**src/core/chb_pkg.sv**
```systemverilog
// ---------------------------------------------------------------------------
// Shared constants and types of the coprocessor host bus interface
// ---------------------------------------------------------------------------
package chb_pkg;

  // Bus and datapath widths
  localparam int DATA_W     = 32;
  localparam int FP_PATH_W  = 84;
  localparam int FP_SIG_W   = 68;
  localparam int FP_EXP_W   = 15;
  localparam int OPC_W      = 11;
  localparam int WORD16_W   = 16;

  // Host double clock and the halved bus clock
  localparam int CLK_PERIOD_NS    = 10;
  localparam int CLK2_PER_BUS_CLK = 2;

  // Function decode: {command_or_data_select_n, write_not_read}
  typedef enum logic [1:0] {
    KIND_CSW_READ   = 2'b00,
    KIND_OPC_WRITE  = 2'b01,
    KIND_DATA_READ  = 2'b10,
    KIND_DATA_WRITE = 2'b11
  } chb_kind_t;

  // Bus tracking states, one per bus clock
  typedef enum logic [1:0] {
    BUS_IDLE = 2'b00,
    BUS_TRS1 = 2'b01,
    BUS_TRS2 = 2'b10,
    BUS_TRSW = 2'b11
  } chb_bus_t;

  // Ready-sensitive state in which the cycle-done output is driven
  localparam chb_bus_t WRITE_DONE_STATE = BUS_TRS1;
  localparam chb_bus_t READ_DONE_STATE  = BUS_TRS2;

  // Opcodes executed by the control unit alone (arbitrary codes)
  localparam logic [10:0] OPC_INIT = 11'h701;
  localparam logic [10:0] OPC_CLEX = 11'h702;
  localparam logic [10:0] OPC_STSW = 11'h703;
  localparam logic [10:0] OPC_STCW = 11'h704;

  // Status word layout
  localparam int SW_EXC_LSB = 0;
  localparam int SW_EXC_W   = 6;
  localparam int SW_ES_BIT  = 7;

  // Reset values
  localparam logic [15:0] CW_RST       = 16'h003F;
  localparam logic [15:0] SW_RST       = 16'h0000;
  localparam logic        DONE_N_RST   = 1'b1;
  localparam logic        BUSY_N_RST   = 1'b1;
  localparam logic        PERQ_RST     = 1'b0;
  localparam logic        ERROR_N_RST  = 1'b0;
  localparam logic [31:0] DATA_RST     = 32'h0000_0000;

endpackage

```
**src/core/chb_bus_if.sv**
```systemverilog
`timescale 1ns/1ps
module chb_bus_if (
  // Host double clock and reset
  input  wire logic        CLK,
  input  wire logic        RST,
  // Core clocking
  input  wire logic        CLOCK_MODE_STRAP,
  input  wire logic        CORE_DOUBLE_CLOCK,
  // Host bus control
  input  wire logic        CHIP_SELECT_ENABLE,
  input  wire logic        SELECT_ACTIVE_LOW_N,
  input  wire logic        SELECT_ACTIVE_HIGH,
  input  wire logic        COMMAND_OR_DATA_SELECT_N,
  input  wire logic        WRITE_NOT_READ,
  input  wire logic        CYCLE_START_STROBE_N,
  input  wire logic        READY_N,
  // Host data bus
  input  wire logic [31:0] DATA_IN,
  output logic      [31:0] DATA_OUT,
  output logic             DATA_OE,
  // Host handshake pins
  output logic             CYCLE_DONE_OUT_N,
  output logic             CYCLE_DONE_OE,
  output logic             BUSY_N,
  output logic             BUSY_OE,
  output logic             OPERAND_TRANSFER_REQUEST,
  output logic             OPERAND_TRANSFER_OE,
  output logic             ERROR_N,
  output logic             ERROR_OE,
  // Core side
  input  wire logic        CORE_FIFO_READY,
  input  wire logic        CORE_DONE,
  input  wire logic [5:0]  CORE_EXCEPTION,
  input  wire logic        CORE_CW_LOAD,
  input  wire logic [15:0] CORE_CW_WORD,
  input  wire logic [31:0] CORE_RESULT_WORD,
  output logic             CORE_RESULT_TAKEN,
  output logic             OPCODE_VALID,
  output logic [10:0]      OPCODE_WORD,
  output logic             OPERAND_VALID,
  output logic [31:0]      OPERAND_WORD,
  output logic             CORE_ASYNC_MODE
);

  // -------------------------------------------------------------------------
  // Internal signals
  // -------------------------------------------------------------------------
  localparam int FP_WIDTH = chb_pkg::FP_PATH_W;

  logic                  ph;
  logic                  selected;
  logic                  start;
  logic                  ready_seen;
  logic                  cyc_end;
  chb_pkg::chb_kind_t    kind_in;
  chb_pkg::chb_bus_t     bus_state;
  chb_pkg::chb_bus_t     next_state;
  chb_pkg::chb_kind_t    cur_kind;
  chb_pkg::chb_kind_t    next_kind;
  chb_pkg::chb_kind_t    pend_kind;
  logic                  pend;
  logic [31:0]           word_latch;
  logic                  latch_now;
  logic [31:0]           wr_word;
  logic [31:0]           next_data;
  logic                  next_done_n;
  logic                  next_data_oe;
  logic                  core_clk_q;
  logic                  core_tick;
  logic                  done_evt;
  logic                  done_pend;
  logic                  busy;
  logic                  next_busy;
  logic                  perq;
  logic                  next_perq;
  logic                  err;
  logic                  exc_evt;
  logic [15:0]           cw;
  logic [15:0]           sw;
  logic                  show_cw;
  logic [10:0]           opc;
  logic                  opc_end;
  logic                  is_ctrl;

  // -------------------------------------------------------------------------
  // Bus clock phase and cycle detection
  // -------------------------------------------------------------------------
  // Halved host clock; second half of each bus clock samples the bus
  always_ff @(posedge CLK) begin
    if (RST) begin
      ph <= 1'b0;
    end else begin
      ph <= ~ph;
    end
  end

  // Chip select and function decode
  assign selected   = CHIP_SELECT_ENABLE & ~SELECT_ACTIVE_LOW_N
                      & SELECT_ACTIVE_HIGH;
  assign start      = ph & ~CYCLE_START_STROBE_N & selected;
  assign kind_in    = chb_pkg::chb_kind_t'({COMMAND_OR_DATA_SELECT_N,
                                            WRITE_NOT_READ});
  assign ready_seen = ph & ~READY_N;
  assign cyc_end    = ready_seen & (bus_state != chb_pkg::BUS_IDLE);

  // -------------------------------------------------------------------------
  // Bus tracking state machine
  // -------------------------------------------------------------------------
  // Next state and kind, pipelined cycles restart in the first TRS
  always_comb begin
    next_state = bus_state;
    next_kind  = cur_kind;
    case (bus_state)
      chb_pkg::BUS_IDLE: begin
        if (start) begin
          next_state = chb_pkg::BUS_TRS1;
          next_kind  = kind_in;
        end
      end
      default: begin
        if (ready_seen) begin
          if (start) begin
            next_state = chb_pkg::BUS_TRS1;
            next_kind  = kind_in;
          end else if (pend) begin
            next_state = chb_pkg::BUS_TRS1;
            next_kind  = pend_kind;
          end else begin
            next_state = chb_pkg::BUS_IDLE;
          end
        end else if (ph && bus_state == chb_pkg::BUS_TRS1) begin
          next_state = chb_pkg::BUS_TRS2;
        end else if (ph) begin
          next_state = chb_pkg::BUS_TRSW;
        end
      end
    endcase
  end

  // State and held cycle kind
  always_ff @(posedge CLK) begin
    if (RST) begin
      bus_state <= chb_pkg::BUS_IDLE;
      cur_kind  <= chb_pkg::KIND_CSW_READ;
    end else begin
      bus_state <= next_state;
      cur_kind  <= next_kind;
    end
  end

  // Pipelined start seen while the current cycle still runs
  always_ff @(posedge CLK) begin
    if (RST) begin
      pend      <= 1'b0;
      pend_kind <= chb_pkg::KIND_CSW_READ;
    end else if (start && bus_state != chb_pkg::BUS_IDLE && !ready_seen) begin
      pend      <= 1'b1;
      pend_kind <= kind_in;
    end else if (cyc_end) begin
      pend      <= 1'b0;
    end
  end

  // -------------------------------------------------------------------------
  // Data latch and routing
  // -------------------------------------------------------------------------
  // Write data is latched at the end of the first TRS clock
  assign latch_now = ph & (bus_state == chb_pkg::BUS_TRS1) & cur_kind[0];

  always_ff @(posedge CLK) begin
    if (RST) begin
      word_latch <= chb_pkg::DATA_RST;
    end else if (latch_now) begin
      word_latch <= DATA_IN;
    end
  end

  // A zero-wait write ends on the latching edge, so use the bus word then
  assign wr_word = latch_now ? DATA_IN : word_latch;
  assign opc     = wr_word[10:0];
  assign opc_end = cyc_end & (cur_kind == chb_pkg::KIND_OPC_WRITE);
  assign is_ctrl = (opc == chb_pkg::OPC_INIT) || (opc == chb_pkg::OPC_CLEX)
                   || (opc == chb_pkg::OPC_STSW) || (opc == chb_pkg::OPC_STCW);

  // Route words to the decoder or the operand FIFO at cycle end
  always_ff @(posedge CLK) begin
    if (RST) begin
      OPCODE_VALID      <= 1'b0;
      OPCODE_WORD       <= '0;
      OPERAND_VALID     <= 1'b0;
      OPERAND_WORD      <= chb_pkg::DATA_RST;
      CORE_RESULT_TAKEN <= 1'b0;
    end else begin
      OPCODE_VALID      <= opc_end & ~is_ctrl;
      OPERAND_VALID     <= cyc_end & (cur_kind == chb_pkg::KIND_DATA_WRITE);
      CORE_RESULT_TAKEN <= cyc_end & (cur_kind == chb_pkg::KIND_DATA_READ);
      if (opc_end) begin
        OPCODE_WORD <= opc;
      end
      if (cyc_end && cur_kind == chb_pkg::KIND_DATA_WRITE) begin
        OPERAND_WORD <= wr_word;
      end
    end
  end

  // -------------------------------------------------------------------------
  // Core clocking
  // -------------------------------------------------------------------------
  // Strap caught while reset is held; core clock rising edges give core ticks in async mode, every host clock ticks otherwise
  always_ff @(posedge CLK) begin
    if (RST) begin
      CORE_ASYNC_MODE <= ~CLOCK_MODE_STRAP;
      core_clk_q      <= 1'b0;
    end else begin
      core_clk_q      <= CORE_DOUBLE_CLOCK;
    end
  end

  assign core_tick = ~CORE_ASYNC_MODE | (CORE_DOUBLE_CLOCK & ~core_clk_q);
  assign done_evt  = core_tick & CORE_DONE;
  assign exc_evt   = core_tick & |(CORE_EXCEPTION & ~cw[5:0]);

  // -------------------------------------------------------------------------
  // Control unit: control and status words, error
  // -------------------------------------------------------------------------
  // Administrative opcodes run here; exception sets win over clears
  always_ff @(posedge CLK) begin
    if (RST) begin
      cw      <= chb_pkg::CW_RST;
      sw      <= chb_pkg::SW_RST;
      err     <= 1'b1;
      show_cw <= 1'b0;
    end else begin
      if (opc_end && opc == chb_pkg::OPC_INIT) begin
        cw <= chb_pkg::CW_RST;
      end else if (core_tick && CORE_CW_LOAD) begin
        cw <= CORE_CW_WORD;
      end
      if (opc_end && (opc == chb_pkg::OPC_INIT
                      || opc == chb_pkg::OPC_CLEX)) begin
        sw  <= chb_pkg::SW_RST | {10'h000, core_tick ? CORE_EXCEPTION
                                            : 6'h00};
        err <= exc_evt;
      end else if (core_tick) begin
        sw[chb_pkg::SW_EXC_LSB +: chb_pkg::SW_EXC_W] <=
          sw[chb_pkg::SW_EXC_LSB +: chb_pkg::SW_EXC_W] | CORE_EXCEPTION;
        err <= err | exc_evt;
      end
      sw[chb_pkg::SW_ES_BIT] <= err;
      if (opc_end && opc == chb_pkg::OPC_STCW) begin
        show_cw <= 1'b1;
      end else if (opc_end && is_ctrl) begin
        show_cw <= 1'b0;
      end
    end
  end

  // -------------------------------------------------------------------------
  // Busy and operand request
  // -------------------------------------------------------------------------
  // Busy releases only once the operand request is already low
  always_comb begin
    next_busy = busy;
    if (opc_end && !is_ctrl) begin
      next_busy = 1'b1;
    end else if ((done_evt || done_pend) && !perq) begin
      next_busy = 1'b0;
    end
    next_perq = next_busy & CORE_FIFO_READY & core_tick
                & ~done_evt & ~done_pend;
    if (!core_tick) begin
      next_perq = perq & next_busy & ~done_pend;
    end
  end

  always_ff @(posedge CLK) begin
    if (RST) begin
      busy      <= 1'b0;
      perq      <= 1'b0;
      done_pend <= 1'b0;
    end else begin
      busy      <= next_busy;
      perq      <= next_perq;
      done_pend <= (done_pend | (done_evt & perq)) & next_busy;
    end
  end

  // -------------------------------------------------------------------------
  // Pin drive
  // -------------------------------------------------------------------------
  // Cycle-done and data drive follow the next bus state
  always_comb begin
    next_done_n = 1'b1;
    if (next_state == chb_pkg::WRITE_DONE_STATE && next_kind[0]) begin
      next_done_n = 1'b0;
    end else if (next_state == chb_pkg::READ_DONE_STATE && !next_kind[0]) begin
      next_done_n = 1'b0;
    end
    next_data_oe = CHIP_SELECT_ENABLE && !next_kind[0]
                   && next_state != chb_pkg::BUS_IDLE;
    if (next_kind == chb_pkg::KIND_DATA_READ) begin
      next_data = CORE_RESULT_WORD;
    end else if (show_cw) begin
      next_data = {16'h0000, cw};
    end else begin
      next_data = {16'h0000, sw[15:8], err, sw[6:0]};
    end
  end

  chb_pin_reg #(.W(1), .RST_VAL(chb_pkg::DONE_N_RST), .RST_OE(1'b1))
    u_done (.clk(CLK), .rst(RST), .next_val(next_done_n),
            .next_oe(CHIP_SELECT_ENABLE),
            .pin_out(CYCLE_DONE_OUT_N), .pin_oe(CYCLE_DONE_OE));

  chb_pin_reg #(.W(1), .RST_VAL(chb_pkg::BUSY_N_RST), .RST_OE(1'b1))
    u_busy (.clk(CLK), .rst(RST), .next_val(~next_busy),
            .next_oe(CHIP_SELECT_ENABLE),
            .pin_out(BUSY_N), .pin_oe(BUSY_OE));

  chb_pin_reg #(.W(1), .RST_VAL(chb_pkg::PERQ_RST), .RST_OE(1'b1))
    u_perq (.clk(CLK), .rst(RST), .next_val(next_perq),
            .next_oe(CHIP_SELECT_ENABLE),
            .pin_out(OPERAND_TRANSFER_REQUEST),
            .pin_oe(OPERAND_TRANSFER_OE));

  chb_pin_reg #(.W(1), .RST_VAL(chb_pkg::ERROR_N_RST), .RST_OE(1'b1))
    u_err (.clk(CLK), .rst(RST), .next_val(~err),
           .next_oe(CHIP_SELECT_ENABLE),
           .pin_out(ERROR_N), .pin_oe(ERROR_OE));

  chb_pin_reg #(.W(32), .RST_VAL(chb_pkg::DATA_RST), .RST_OE(1'b0))
    u_data (.clk(CLK), .rst(RST), .next_val(next_data),
            .next_oe(next_data_oe),
            .pin_out(DATA_OUT), .pin_oe(DATA_OE));
endmodule // chb_bus_if

```
**src/core/chb_pin_reg.sv**
```systemverilog
`timescale 1ns/1ps
// ---------------------------------------------------------------------------
// Registered output pin with registered output enable
// ---------------------------------------------------------------------------
module chb_pin_reg #(
  parameter int           W       = 1,
  parameter logic [W-1:0] RST_VAL = '0,
  parameter logic         RST_OE  = 1'b0
) (
  // Clock and reset
  input  wire logic         clk,
  input  wire logic         rst,
  // Next pin level and drive
  input  wire logic [W-1:0] next_val,
  input  wire logic         next_oe,
  // Pin
  output logic      [W-1:0] pin_out,
  output logic              pin_oe
);

  // Pin level and drive flip-flops
  always_ff @(posedge clk) begin
    if (rst) begin
      pin_out <= RST_VAL;
      pin_oe  <= RST_OE;
    end else begin
      pin_out <= next_val;
      pin_oe  <= next_oe;
    end
  end

endmodule // chb_pin_reg

```
**config.mk**
```make
export PLATFORM = sky130hd
export DESIGN_NAME = chb_bus_if
export DESIGN_NICKNAME = d
export VERILOG_FILES = /design/src/core/chb_pkg.sv /design/src/core/chb_bus_if.sv /design/src/core/chb_pin_reg.sv
export SDC_FILE = /design/constraint.sdc
export NUM_CORES = 1
export LEC_CHECK = 0
export BUFFER_PORTS_ARGS = -buffer_cell sky130_fd_sc_hd__buf_4
export CAP_MARGIN = 0
export CORE_ASPECT_RATIO = 1.1
export CORE_MARGIN = 10
export CORE_UTILIZATION = 45
export DETAILED_ROUTE_END_ITERATION = 8
export GPL_ROUTABILITY_DRIVEN = 0
export PLACE_DENSITY = 0.77
export SYNTH_ARGS = -nofsm -noshare
export SYNTH_HDL_FRONTEND = slang
export SYNTH_SLANG_ARGS = --single-unit
```
**constraint.sdc**
```tcl
create_clock -name CLK -period 1.9 [get_ports CLK]
set_clock_uncertainty 0.1 [all_clocks]
set_input_delay 0.38 -clock CLK [delete_from_list [all_inputs] [get_ports CLK]]
set_output_delay 0.38 -clock CLK [all_outputs]
set_load 0.02 [all_outputs]
```
==> results.md <==
- Status: complete, but fails checks
- Failing checks: negative setup slack
- Max clock buf depth: 2
- Worst reg-to-reg path cell count: 7
- Final instance area: 8600 um2
- IO Count: 188
- TritonCTS clock tree: done
- Tot Pwr: 7140 uW
- Yosys reg bits: 152
- CP Capture Type: flop
- Antenna violations before repair: 0
- Placed cell areas: 7640 um2
- Crit Path Class: flop to flop
- Final WL: 17,800 um
- WHS Path Cells: 2
- Main synth FF type: dfxtp_1
- Vias per inst: 5.47
- Global-route wire length before repair: 26,900 um
- Post-CTS Hold Buffers: 0
- Synthesized area: 5780 um2
- CTS Sinks: 152
- DRC Markers: 0
- Max IR drop VDD: 0.515 mV
- Die Y: 139 um
- Slew @ Worst Pin: 530 ps
- Top cell type's share of synthesized area: 52.3%
- Final min period: 2050 ps
- Syn_nets: 678
- Routed wire per std cell: 18.3 um
- Asr flop ratio synth: 0%
- DR iter-0 viols: 402
- HP Start: CORE_RESULT_WORD[23]
- Power density over the cells: 831 nW/um2
- R2r startpoint: bus_state[0]
- Top cells by area, synth: dfxtp_1, mux2i_1, nor2_1
- Vias in the first global route: 5,338
- Pleak: 0.00380 uW
- Setup crit start: bus_state[0]
- CP startpoint kind: flop
- H-tree lvl count: 4
- Cell taking the most area after synthesis: dfxtp_1
- Synthesized area per cell: 9.99 um2
- Commonest cells post-synth: dfxtp_1, nor2_1, mux2i_1
- Crit share post-route: 108%
- Grt total ovfl: 0
- CP bufs+invs: 2
- Port-buffer cells: 187
- Initial Utilization: 45.9%
- Unique masters post-synth: 60
- Final setup fails: 25
- Max Slew Vio Count: 0
- Die area: 17,800 um2
- Critical path's most frequent cell: buf_4
- Cell count along the critical path: 7
- Arrival time at the worst endpoint: 2230 ps
- Router iterations before antenna repair: 5
- Critical Path Fanout Max: 6
- Fin util: 68.3%
- Final Hold Fails: 0
- Cells along the critical path: buf_4 -> o21ai_1 -> nor3_4 -> mux2_4 -> buf_4 -> o311ai_1 -> a21oi_1
- Worst skew pair latency: 420 ps
- Fmax: 489 MHz
- Worst EP required: 2090 ps
- RSZ-0062 raised after global routing: yes
- Clock transition at path regs: 60 ps
- Worst rel slew slack: 64.5%
- GRT Util Overall: 18.5%
- Final WS setup: -145 ps
- Hold Crit Class: input port to flop
- Number of synthesized flops with an enable pin: 1
- Fill count: 925
- Post-Syn Instances: 578
- Sequential fraction of the synthesis area: 52.8%
- Core area: 12,600 um2
- Slowest Stage Delay on Critical Path: 360 ps
- Row count: 43
- Area Overhead vs Synth: 48.8%
- Clock root buffer: clkbuf_16
- Largest net degree at the start of global routing: 86
- Routed Antenna Nets: 0
- NumNets Final: 903
- Most common cell in the netlist: dfxtp_1
- Max stage delay cell, worst path: o311ai_1
- DP HPWL: 12,200 um
- ANT cells: 0
- Via count: 5,322
- Die Wd: 128 um
- Max Cap Viol: 0
- Layout cells sized above 1: 40.9%
- Num CTS Buffers: 17
- Crit-path leading delay family: compound AO/OA/AOI/OAI gates
- Ys Warns: 0
==> stage by stage <==
| stage | hold WS, ps | setup TNS, ps | setup slack (ps) | std cells |
|---|---|---|---|---|
| finish | 55.6 | -610 | -145 | 973 |
| global route | 46.3 | -4010 | -184 | 973 |
| CTS | 41.1 | -46.8 | -14.0 | 965 |
| detailed placement | 326 | -19500 | -373 | 930 |
| global placement | 308 | -14170 | -296 | 930 |
| floorplan | 301 | 0 | 23.3 | 578 |
==> flip-flops by register name, indices dropped and copies added (netlist names), 6 cells and up <==
name and cells:
word_latch 32, OPERAND_WORD 32, OPCODE_WORD 11, cw 16, u_data.pin_out 32, sw 6
==> per-layer routing <==
| metal | wire, um | global-route usage (%) |
|---|---|---|
| met3 | 1700 | 8.30 |
| met2 | 9010 | 30.7 |
| met1 | 6710 | 19.7 |
| met4 | 410 | 7.89 |
| met5 | 0 | 0 |
==> cell families (layout without fill, tap and decap cells) <==
logic type / count (synthesis) / count (layout) / synth area share (%)
xor+xnor: 2 / 2 / 0.303
compound gates: 108 / 108 / 13.6
simple gates: 196 / 197 / 17.1
flops: 152 / 152 / 52.8
buf+inv: 58 / 294 / 4.85
mux: 62 / 63 / 11.3
==> worst reg2reg max path: stages, from the launching register on <==
cell      delay, ps
dfxtp_2         330
buf_4           140
o21ai_1         290
nor3_4           80
mux2_4          320
buf_4           160
o311ai_1        360
a21oi_1         130
==> repair_timing <==
action                     in CTS  in global routing
setup endpoints to repair      61                 57
cloned                          1                  2
resized for setup              29                 28
pin swaps                       3                 13
buffers inserted                3                  8
==> final timing paths <==
check,end,slack (ps)
worst max-delay path,u_data.pin_out[14],-150
worst min-delay path,u_data.pin_out[23],60
worst max register to register,u_data.pin_out[14],-150
worst min register to register,u_perq.pin_out,360
==> cell usage in the layout (no fill, tap or decap), drive strengths merged, types with 2 or more instances in the layout <==
master    Yosys  layout
o311ai        9       9
nor2b         9       9
nor2         96      96
nand4        11      11
nor3         14      14
or2           3       4
clkbuf       18      27
o21ai         7       7
clkinv        0       3
or3           2       2
a22o          6       6
nor4b         4       4
clkinvlp      0       2
a21o          2       2
a21oi        16      16
and2         18      18
o211ai        4       4
nand3         7       7
nand2b        4       4
nor3b         2       2
nand2        12      12
a211oi       45      45
mux2i        52      52
mux2         10      11
nor4          9       9
inv          14      14
dfxtp       151     151
buf          26     247
a31oi         8       8
a2111oi       2       2
nor4bb        2       2
==> cell type report <==
type                            instances  area, um2  share of cell area [%]
Sequential cell                       152       3060                    35.6
Multi-Input combinational cell        370       2700                    31.4
Timing Repair Buffer                  248       1990                    23.2
Clock buffer                           26        539                    6.27
Tap cell                              157        196                    2.29
Clock inverter                          6       60.1                   0.699
Inverter                               14       52.6                   0.611
==> report_power, final <==
part           internal (uW)  switching, uW
sequential              3250           32.1
combinational            294            253
clock                   2070           1230
total                   5620           1520
No activity file was read; power rests on OpenSTA's default activity.
